===== src/design/spims_pkg.sv =====
package spims_pkg;
	localparam int          SPIMS_BITS          = 8;
	localparam logic [2:0]  SPIMS_BIT_LAST      = 3'h7;
	localparam logic [3:0]  SPIMS_PULSES        = 4'h8;
	localparam logic [7:0]  SPIMS_DATA_RESET    = 8'h00;
	// half-period of the master clock in ref_clk cycles, per rate select code
	localparam logic [6:0]  SPIMS_HALF_DIV0     = 7'h01;
	localparam logic [6:0]  SPIMS_HALF_DIV1     = 7'h04;
	localparam logic [6:0]  SPIMS_HALF_DIV2     = 7'h10;
	localparam logic [6:0]  SPIMS_HALF_DIV3     = 7'h20;

	typedef enum logic [1:0] {
		SPIMS_IDLE  = 2'b00,
		SPIMS_SHIFT = 2'b01,
		SPIMS_DONE  = 2'b10
	} spims_state_t;
endpackage


===== src/design/spims_core.sv =====
`timescale 1ns/10ps
module spims_core
	import spims_pkg::*;
(
	input  wire logic       ref_clk,
	input  wire logic       rst_n,
	input  wire logic       ctrl_wr,
	input  wire logic [7:0] ctrl_wdata,
	input  wire logic       status_rd,
	input  wire logic       data_wr,
	input  wire logic [7:0] data_wdata,
	input  wire logic       data_rd,
	input  wire logic       cpu_irq_mask,
	input  wire logic       sck_in,
	input  wire logic       mosi_in,
	input  wire logic       miso_in,
	input  wire logic       ss_n_in,
	output logic            sck_out,
	output logic            sck_oe_n,
	output logic            mosi_out,
	output logic            mosi_oe_n,
	output logic            miso_out,
	output logic            miso_oe_n,
	output logic [7:0]      ctrl_rdata,
	output logic [7:0]      data_rdata,
	output logic            transfer_done_flag,
	output logic            write_collision_flag,
	output logic            irq
);
	// control bits: 7 done_irq_enable, 6 port_enable, 4 master_select,
	// 3 polarity, 2 phase, 1 rate_select_hi, 0 rate_select_lo
	logic       done_irq_enable_q, port_enable_q, master_select_q;
	logic       cpol_q, cpha_q;
	logic [1:0] rate_q;
	logic [1:0] sck_s_q, mosi_s_q, miso_s_q, ss_s_q;
	logic       sck_prev_q;
	spims_state_t state_q;
	logic [7:0] shift_q;
	logic [7:0] rx_buf_q;
	logic [7:0] tx_q;
	logic       tx_bit_q;
	logic [3:0] pul_q;
	logic [3:0] rx_n_q;
	logic [2:0] cap_dly_q;
	logic       edge_odd_q;
	logic [6:0] div_q;
	logic       msck_q;
	logic       done_q, write_collision_flag_q, done_seen_q, write_collision_flag_seen_q;

	function automatic logic [6:0] half_div(input logic [1:0] sel);
		unique case (sel)
			2'h0: half_div = SPIMS_HALF_DIV0;
			2'h1: half_div = SPIMS_HALF_DIV1;
			2'h2: half_div = SPIMS_HALF_DIV2;
			2'h3: half_div = SPIMS_HALF_DIV3;
		endcase
	endfunction

	// pins from outside pass two flops before use
	always_ff @(posedge ref_clk or negedge rst_n) begin
		if (!rst_n) begin
			sck_s_q  <= 2'h0;
			mosi_s_q <= 2'h0;
			miso_s_q <= 2'h0;
			ss_s_q   <= 2'h3;
		end else begin
			sck_s_q  <= {sck_s_q[0], sck_in};
			mosi_s_q <= {mosi_s_q[0], mosi_in};
			miso_s_q <= {miso_s_q[0], miso_in};
			ss_s_q   <= {ss_s_q[0], ss_n_in};
		end
	end

	logic ss_n, sck_sync, rx_bit, active, slave_sel, sck_edge, dr_ok;
	assign ss_n      = ss_s_q[1];
	assign sck_sync  = sck_s_q[1];
	assign rx_bit    = master_select_q ? miso_s_q[1] : mosi_s_q[1];
	assign active    = (state_q == SPIMS_SHIFT);
	assign slave_sel = port_enable_q && !master_select_q && !ss_n;
	// write accepted only when idle and done flag low
	assign dr_ok     = data_wr && !done_q && !active && port_enable_q
		&& (master_select_q || ss_n);

	always_ff @(posedge ref_clk or negedge rst_n) begin
		if (!rst_n) begin
			done_irq_enable_q <= 1'b0;
			port_enable_q     <= 1'b0;
			master_select_q   <= 1'b0;
			cpol_q            <= 1'b0;
			cpha_q            <= 1'b0;
			rate_q            <= 2'h0;
		end else begin
			if (ctrl_wr) begin
				done_irq_enable_q <= ctrl_wdata[7];
				port_enable_q     <= ctrl_wdata[6];
				master_select_q   <= ctrl_wdata[4];
				cpol_q            <= ctrl_wdata[3];
				cpha_q            <= ctrl_wdata[2];
				rate_q            <= ctrl_wdata[1:0];
			end
			// a master whose select is pulled low gives up the bus
			if (master_select_q && !ss_n) begin
				port_enable_q   <= 1'b0;
				master_select_q <= 1'b0;
			end
		end
	end

	// slave edge detector reads only the second synchroniser stage
	always_ff @(posedge ref_clk or negedge rst_n) begin
		if (!rst_n)
			sck_prev_q <= 1'b0;
		else
			sck_prev_q <= sck_sync;
	end

	// master clock generator: only runs during a transfer
	// the clock parks at its idle level once all pulses are out
	logic mtick, mrun;
	assign mrun  = master_select_q && active && (pul_q != SPIMS_PULSES);
	assign mtick = mrun && (div_q == 7'h00);
	always_ff @(posedge ref_clk or negedge rst_n) begin
		if (!rst_n) begin
			div_q  <= 7'h00;
			msck_q <= 1'b0;
		end else if (!mrun) begin
			div_q  <= half_div(rate_q) - 7'h01;
			msck_q <= cpol_q;
		end else if (div_q == 7'h00) begin
			div_q  <= half_div(rate_q) - 7'h01;
			msck_q <= !msck_q;
		end else begin
			div_q <= div_q - 7'h01;
		end
	end

	// slave uses received edges; rate bits are not consulted here
	assign sck_edge = master_select_q ? mtick
		: (slave_sel && (sck_sync != sck_prev_q));

	// edge_odd_q is low ahead of a pulse's leading edge, high ahead of its
	// trailing edge; capture on the leading edge when phase is clear
	logic capture, launch, start, take, last;
	assign capture = sck_edge && (edge_odd_q == cpha_q);
	assign launch  = sck_edge && (edge_odd_q != cpha_q);
	assign start   = (state_q == SPIMS_IDLE) && slave_sel && sck_edge;
	// the master's miso passes the synchroniser, so its capture is taken three
	// cycles late; the far end holds the bit that long even at the fastest rate
	assign take    = master_select_q ? cap_dly_q[2] : capture;
	assign last    = (pul_q == SPIMS_PULSES) && (rx_n_q == SPIMS_PULSES);

	always_ff @(posedge ref_clk or negedge rst_n) begin
		if (!rst_n) begin
			state_q  <= SPIMS_IDLE;
			rx_buf_q <= SPIMS_DATA_RESET;
		end else begin
			unique case (state_q)
				SPIMS_IDLE: begin
					if (dr_ok && master_select_q)
						state_q <= SPIMS_SHIFT;
					else if (start)
						state_q <= SPIMS_SHIFT;
				end
				SPIMS_SHIFT: begin
					if (!port_enable_q || (!master_select_q && ss_n))
						state_q <= SPIMS_IDLE;
					else if (last)
						state_q <= SPIMS_DONE;
				end
				SPIMS_DONE: begin
					rx_buf_q <= shift_q;
					state_q  <= SPIMS_IDLE;
				end
				default: state_q <= SPIMS_IDLE;
			endcase
		end
	end

	// pulse counter: a pulse ends on its trailing edge
	always_ff @(posedge ref_clk or negedge rst_n) begin
		if (!rst_n) begin
			edge_odd_q <= 1'b0;
			pul_q      <= 4'h0;
		end else if ((state_q == SPIMS_IDLE) && !start) begin
			edge_odd_q <= 1'b0;
			pul_q      <= 4'h0;
		end else if (sck_edge) begin
			edge_odd_q <= !edge_odd_q;
			if (edge_odd_q)
				pul_q <= pul_q + 4'h1;
		end
	end

	// transmit side: with phase clear the msb already stands before the first
	// edge, so the loaded copy skips it
	always_ff @(posedge ref_clk or negedge rst_n) begin
		if (!rst_n) begin
			tx_q     <= SPIMS_DATA_RESET;
			tx_bit_q <= 1'b0;
		end else if ((state_q == SPIMS_IDLE) && dr_ok) begin
			tx_q     <= cpha_q ? data_wdata : {data_wdata[6:0], 1'b0};
			tx_bit_q <= data_wdata[7];
		end else if (launch) begin
			tx_bit_q <= tx_q[7];
			tx_q     <= {tx_q[6:0], 1'b0};
		end
	end

	// receive side
	always_ff @(posedge ref_clk or negedge rst_n) begin
		if (!rst_n) begin
			shift_q   <= SPIMS_DATA_RESET;
			rx_n_q    <= 4'h0;
			cap_dly_q <= 3'h0;
		end else begin
			cap_dly_q <= {cap_dly_q[1:0], master_select_q && capture};
			if ((state_q == SPIMS_IDLE) && !start) begin
				rx_n_q <= 4'h0;
			end else if (take) begin
				shift_q <= {shift_q[6:0], rx_bit};
				rx_n_q  <= rx_n_q + 4'h1;
			end
		end
	end

	// done and collision flags: set wins over the clearing sequence
	always_ff @(posedge ref_clk or negedge rst_n) begin
		if (!rst_n) begin
			done_q      <= 1'b0;
			done_seen_q <= 1'b0;
			write_collision_flag_q      <= 1'b0;
			write_collision_flag_seen_q <= 1'b0;
		end else begin
			if (state_q == SPIMS_DONE) begin
				done_q      <= 1'b1;
				done_seen_q <= 1'b0;
			end else if (done_seen_q && (data_rd || data_wr)) begin
				done_q      <= 1'b0;
				done_seen_q <= 1'b0;
			end else if (status_rd && done_q) begin
				done_seen_q <= 1'b1;
			end
			if (data_wr && (active || (!master_select_q && !ss_n && port_enable_q)))
				write_collision_flag_q <= 1'b1;
			else if (write_collision_flag_seen_q && (data_rd || data_wr))
				write_collision_flag_q <= 1'b0;
			if (status_rd && write_collision_flag_q)
				write_collision_flag_seen_q <= 1'b1;
			else if (!write_collision_flag_q)
				write_collision_flag_seen_q <= 1'b0;
		end
	end
	// registered pin and status outputs
	always_ff @(posedge ref_clk or negedge rst_n) begin
		if (!rst_n) begin
			sck_out              <= 1'b0;
			sck_oe_n             <= 1'b1;
			mosi_out             <= 1'b0;
			mosi_oe_n            <= 1'b1;
			miso_out             <= 1'b0;
			miso_oe_n            <= 1'b1;
			ctrl_rdata           <= 8'h00;
			data_rdata           <= SPIMS_DATA_RESET;
			transfer_done_flag   <= 1'b0;
			write_collision_flag <= 1'b0;
			irq                  <= 1'b0;
		end else begin
			sck_out   <= msck_q;
			sck_oe_n  <= !(port_enable_q && master_select_q);
			mosi_out  <= tx_bit_q;
			mosi_oe_n <= !(port_enable_q && master_select_q);
			miso_out  <= tx_bit_q;
			miso_oe_n <= !slave_sel;
			ctrl_rdata <= {done_irq_enable_q, port_enable_q, 1'b0, master_select_q,
				cpol_q, cpha_q, rate_q};
			data_rdata           <= rx_buf_q;
			transfer_done_flag   <= done_q;
			write_collision_flag <= write_collision_flag_q;
			irq <= done_q && done_irq_enable_q && !cpu_irq_mask;
		end
	end
endmodule


===== config.mk =====
export PLATFORM = sky130hd
export DESIGN_NAME = spims_core
export DESIGN_NICKNAME = d
export VERILOG_FILES = /design/src/design/spims_pkg.sv /design/src/design/spims_core.sv
export SDC_FILE = /design/constraint.sdc
export NUM_CORES = 1
export LEC_CHECK = 0
export ABC_AREA = 1
export BUFFER_PORTS_ARGS = -buffer_cell sky130_fd_sc_hd__buf_2
export CAP_MARGIN = 10
export CELL_PAD_IN_SITES_DETAIL_PLACEMENT = 1
export CELL_PAD_IN_SITES_GLOBAL_PLACEMENT = 1
export CORE_MARGIN = 5
export CORE_UTILIZATION = 40
export DETAILED_ROUTE_END_ITERATION = 7
export PLACE_DENSITY_LB_ADDON = 0.1
export SYNTH_ARGS = -nofsm -noshare
export SYNTH_HDL_FRONTEND = slang
export SYNTH_SLANG_ARGS = --single-unit

===== constraint.sdc =====
create_clock -name ref_clk -period 1.7 [get_ports ref_clk]
set_clock_uncertainty 0.2 [all_clocks]
set_input_delay 0.425 -clock ref_clk [delete_from_list [all_inputs] [get_ports ref_clk]]
set_output_delay 0.425 -clock ref_clk [all_outputs]
set_load 0.01 [all_outputs]

==> After elaboration in Yosys (flattened, before gate mapping) <==
Index checks and enable logic that the tools add are counted.
{ "totals": {"regBits": 89, "latchBits": 0, "ramBits": 0, "romBits": 0, "in_bits": 27, "output_inout_bits": 25, "word_cells": 157, "mem_count": 0} }
{ "op_classes": {"addsub": 5, "n_mul": 0, "div_mod_pow": 0, "order_cmp": 0, "eq_ne": 15, "n_shift": 0, "n_mux": 41, "bitwise_logic": 1, "n_reduce_logical": 60} }
{ "op_table": {"columns": ["operator", "n"], "rows": [
  ["7-bit 2-to-1 mux", 5],
  ["1-bit logical AND", 31],
  ["7-bit one-hot mux with 4 select lines", 1],
  ["8-bit 2-to-1 mux", 3],
  ["1-bit 2-to-1 mux", 22],
  ["7-bit by 1-bit subtractor with 7-bit output (second input constant)", 3],
  ["4-bit 2-to-1 mux", 5],
  ["2-bit nonzero test", 7],
  ["1-bit zero test", 11],
  ["4-bit by 1-bit adder with 4-bit output (second input constant)", 2],
  ["4-bit equality test (second input constant)", 2],
  ["2-bit 2-to-1 mux", 4],
  ["7-bit zero test", 1],
  ["2-bit equality test (second input constant)", 3],
  ["2-bit AND reduction", 3],
  ["2-bit by 1-bit equality test with 1-bit output (second input constant)", 2],
  ["2-bit zero test", 2],
  ["1-bit logical OR", 4],
  ["2-bit by 1-bit inequality test with 1-bit output (second input constant)", 2],
  ["4-bit inequality test (second input constant)", 1],
  ["2-bit one-hot mux with 2 select lines", 1],
  ["3-bit by 1-bit inequality test with 1-bit output (second input constant)", 1],
  ["3-bit inequality test (second input constant)", 1],
  ["3-bit nonzero test", 1],
  ["3 further kinds", 4]
]} }

==> Longest topological paths before layout <==
{ "logic_depth": {"depth_word": 10, "depth_mapped": 12, "depth_no_buf": 12} }

==> Worst setup path before layout <==
No wires, ideal clock.
{ "synth_path": {"kind": "register to register", "startpoint": "register pul_q[0]", "endpoint": "register tx_q[6]", "setup_time_ps": 76, "t_arrival_ps": 1443, "t_required_ps": 1424, "slack_ps": -20, "path_stages_with_launch": 13, "path_buffers": 1, "period_less_slack_ps": 1720, "cell_sequence": "dfrtp_1 > inv_1 > ha_1 > nand2_1 > nor2_1 > nor2_2 > nand2_2 > nand2_4 > nand2_2 > nand2_2 > buf_6 > nand3_1 > o21ai_1"} }
{ "synth_between": {"elab_chain_len": 6} }
{ "synth_lines": {"columns": ["item", "line", "rtl"], "rows": [
  ["start: declaration", "spims_core.sv:42", "logic [3:0] pul_q;"],
  ["start signal: assignment", "spims_core.sv:190", "pul_q <= pul_q + 4'h1;"],
  ["4-bit inequality test", "spims_core.sv:120", "assign mrun = master_select_q && active && (pul_q != SPIMS_PULSES);"],
  ["1-bit logical AND", "spims_core.sv:120", null],
  ["1-bit logical AND", "spims_core.sv:121", "assign mtick = mrun && (div_q == 7'h00);"],
  ["1-bit 2-to-1 mux", "spims_core.sv:138", "assign sck_edge = master_select_q ? mtick"],
  ["1-bit logical AND", "spims_core.sv:145", "assign launch = sck_edge && (edge_odd_q != cpha_q);"],
  ["2-bit nonzero test (no source line)", null, null],
  ["end signal: assignment", "spims_core.sv:201", "tx_q <= cpha_q ? data_wdata : {data_wdata[6:0], 1'b0};"],
  ["end signal: assignment", "spims_core.sv:205", "tx_q <= {tx_q[6:0], 1'b0};"],
  ["end: declaration", "spims_core.sv:40", "logic [7:0] tx_q;"]
]} }
No other way between the ends.
A chain may end at the register's enable or synchronous reset.

==> Worst setup path in the final report <==
{ "layout_path": {"startpoint": "register div_q[0]", "endpoint": "register shift_q[6]"} }
{ "layout_between": {"elab_chain_len": 8, "word_cells_on_any_way": 10, "cone_classes": "mux: 2; bitwise: 1; reduce/logical: 7"} }
{ "layout_lines": {"columns": ["item", "line", "rtl"], "rows": [
  ["start: declaration", "spims_core.sv:46", "logic [6:0] div_q;"],
  ["start signal: assignment", "spims_core.sv:127", "div_q <= half_div(rate_q) - 7'h01;"],
  ["start signal: assignment", "spims_core.sv:130", "div_q <= half_div(rate_q) - 7'h01;"],
  ["start signal: assignment", "spims_core.sv:133", "div_q <= div_q - 7'h01;"],
  ["7-bit zero test *", "spims_core.sv:121", null],
  ["1-bit logical AND *", "spims_core.sv:121", null],
  ["1-bit 2-to-1 mux *", "spims_core.sv:138", null],
  ["1-bit logical AND", "spims_core.sv:146", "assign start = (state_q == SPIMS_IDLE) && slave_sel && sck_edge;"],
  ["1-bit zero test", "spims_core.sv:217", "if ((state_q == SPIMS_IDLE) && !start) begin"],
  ["1-bit logical AND", "spims_core.sv:217", null],
  ["1-bit NOT (no source line)", null, null],
  ["2-bit AND reduction (no source line) *", null, null],
  ["end signal: assignment", "spims_core.sv:220", "shift_q <= {shift_q[6:0], rx_bit};"],
  ["end: declaration", "spims_core.sv:38", "logic [7:0] shift_q;"]
]} }
Mark *: on every way between the ends. The rest lies on a longest branch, timed or not.

==> summary.md <==
| Metric | Value |
|---|---|
| CTS tree | `built` |
| Die X | `105 um` |
| Arrival time at the worst endpoint | `1.84 ns` |
| Share of layout cells above drive strength 1 | `0.415` |
| Post-synth EDFFs | `0` |
| Max FO, Critical Path | `8` |
| Initial core utilization | `0.413` |
| Setup crit end kind | `flip-flop` |
| Mapped Nets | `392` |
| Library cells used by synthesis | `35` |
| Critical Path Max Stage Delay | `0.39 ns` |
| Mapped Avg Cell Area | `10.2 um^2` |
| Vias in the first global route | `3,005` |
| P_leak | `2.53 nW` |
| Die height | `105 um` |
| Syn Inst Count | `358` |
| Most common cell after layout, fill and taps aside | `dfrtp_1` |
| # diodes | `0` |
| Grt total ovfl | `0` |
| Final worst slack | `-0.101 ns` |
| Placed Instances | `552` |
| First-pass GRT wire length | `13.9 mm` |
| Row cnt | `34` |
| Core ar. | `8810 um^2` |
| Initial antenna violation count | `0` |
| Delay-heaviest family, CP | `simple AND/OR/NAND/NOR gates` |
| Maxcap violations | `0` |
| WP buf/inv | `1` |
| I/O pin count | `52` |
| Routed vias/inst | `4.81` |
| Post-layout nets | `511` |
| Crit-path cells | `inv_2 -> ha_4 -> nand2_2 -> nor2_4 -> nand2_2 -> nand2_4 -> nand3_4 -> nand2_8 -> nand2_8 -> nand2_2 -> nand2_1` |
| Slew Viols, Final | `0` |
| Final Cell Area | `5030 um^2` |
| Post-DRT Antenna Nets | `0` |
| Seq cells post-synth | `89` |
| CP required | `1.74 ns` |
| Post-Syn Area | `3630 um^2` |
| Post-DP HPWL | `5.58 mm` |
| Routability Congestion | `0.759` |
| Setup crit start kind | `flip-flop` |
| Async set-reset flop share out of synthesis | `1.00` |
| Sink Count | `89` |
| Failing checks | `negative setup slack` |
| Endpoints failing hold | `0` |
| Fillers | `980` |
| RSZ-0062 raised after global routing | `yes` |
| Clock Path Buffers | `2` |
| Area Growth Syn to Fin | `38.5%` |
| Syn. warnings | `0` |
| Crit-path most repeated cell | `nand2_2` |
| Post-Layout Cell Count | `590` |
| Drt wl/cell | `14.7 um` |
| F_max | `555 MHz` |
| Setup TNS Final | `-1.65 ns` |
| Ys flop type | `dfrtp_1` |
| Seq/Total Area, Yosys | `0.614` |
| Min Tclk post-route | `1.80 ns` |
| Status | `complete, but fails checks` |
| Final setup violation count | `27` |
| Final period utilization | `1.06` |
| Tot Pwr | `6.03 mW` |
| Die Footprint | `11,100 um^2` |
| Hold crit path type | `in -> reg` |
| Worst Path Class, Setup | `reg -> reg` |
| CTS HTree Levels | `3` |
| Cts bufs inserted | `9` |
| Post-Route WL | `8.69 mm` |
| Number of remaining DRC errors | `0` |
| Initial drt markers | `58` |
| Skew-Pair Late Insertion Delay | `0.35 ns` |
| Gr usage total | `0.154` |
| Clk pin slew, worst setup/hold paths | `0.09 ns` |
| Most frequent cells in the layout | `83 x dfrtp_1, 64 x nand2_1, 55 x buf_4` |
| Slowest CP cell | `dfrtp_1` |
| Pwr per Cell Area | `1200 nW/um^2` |
| Port bufs | `49` |
| 1st-pass router iterations | `4` |
| Largest net degree at the start of global routing | `29` |
| Worst IR Drop VDD | `0.465 mV` |
| DP Area | `4360 um^2` |
| Detailed-route via count | `2,837` |
| Clock root cell | `clkbuf_8` |
[synthesized netlist by cell type, drive strengths merged, types with 4 or more instances]
master	instances	share of area
ha	7	0.024
xor2	6	0.014
nand2	84	0.095
mux2	8	0.025
a21oi	9	0.013
inv	32	0.033
buf	9	0.018
nand3	25	0.039
nand4	6	0.010
dfrtp	85	0.59
o21ai	27	0.037
dfstp	4	0.029
nor2	37	0.041
[final cells by class]
class	count	area, um^2	area share
Inverter	33	129	0.0256
Sequential cell	89	2230	0.444
Clock buffer	10	128	0.0253
Timing Repair Buffer	116	828	0.165
Clock inverter	6	115	0.0229
Multi-Input combinational cell	228	1470	0.291
Tap cell	108	135	0.0268
[flip-flops by register name, indices dropped and copies added, names as in the netlist, 3 cells and up]
name and count:
cap_dly_q 3, rx_n_q 4, pul_q 4, div_q 7
tx_q 8, rx_buf_q 8, ctrl_rdata 7, shift_q 8
data_rdata 8
[path summary, 6_finish.rpt]
kind                                    from     endpoint  slack, ns  depth (start not counted)
worst max register to register      div_q[0]   shift_q[6]      -0.10                         11
worst min-delay path            cpu_irq_mask          irq       0.02                          2
worst min register to register   mosi_s_q[0]  mosi_s_q[1]       0.15                          0
min in group asynchronous              rst_n          irq       0.31                          2
worst max-delay path                div_q[0]   shift_q[6]      -0.10                         11
max in group asynchronous              rst_n   shift_q[6]       0.54                          3
[logic make-up (layout without fill, tap and decap cells)]
group / after synthesis / count (layout) / share of synthesized area
AND/OR/NAND/NOR: 158 / 160 / 0.196
flip-flops: 89 / 89 / 0.614
AO/OA/AOI/OAI: 43 / 43 / 0.0651
buffers and inverters: 43 / 165 / 0.0530
XOR/XNOR: 9 / 9 / 0.0217
multiplexers: 8 / 8 / 0.0248
adder cells (fa/ha/maj): 7 / 7 / 0.0241
other: 1 / 1 / 0.00103
[what timing repair did]
action	4_1_cts	5_1_grt
setup endpoints to repair	30	36
gates cloned	1	1
pin swaps	12	15
resized for setup	23	39
buffers inserted	9	7
hold endpoints to repair	18	0
hold buffers	5	0
[stage by stage]
step,utilization,hold slack [ns],setup slack (ns)
3_5_place_dp,0.496,0.136,-0.156
3_3_place_gp,0.496,0.132,-0.108
2_1_floorplan,-,-0.0706,0.00194
4_1_cts,0.546,0.00722,-0.102
6_report,0.572,0.0184,-0.101
5_1_grt,0.572,0.00493,-0.181
[layer usage]
layer / GRT usage / wire length [um]
met2: 0.267 / 4470
met1: 0.191 / 3730
met3: 0.0293 / 292
met5: 0 / 0
met4: 0.0562 / 197
[power breakdown]
group / switching (mW) / internal [mW]
Sequential: 0.196 / 2.42
Clock: 0.755 / 0.988
Combinational: 0.903 / 0.764
Total: 1.85 / 4.17
Note: power is estimated with default switching activity, not from simulation.
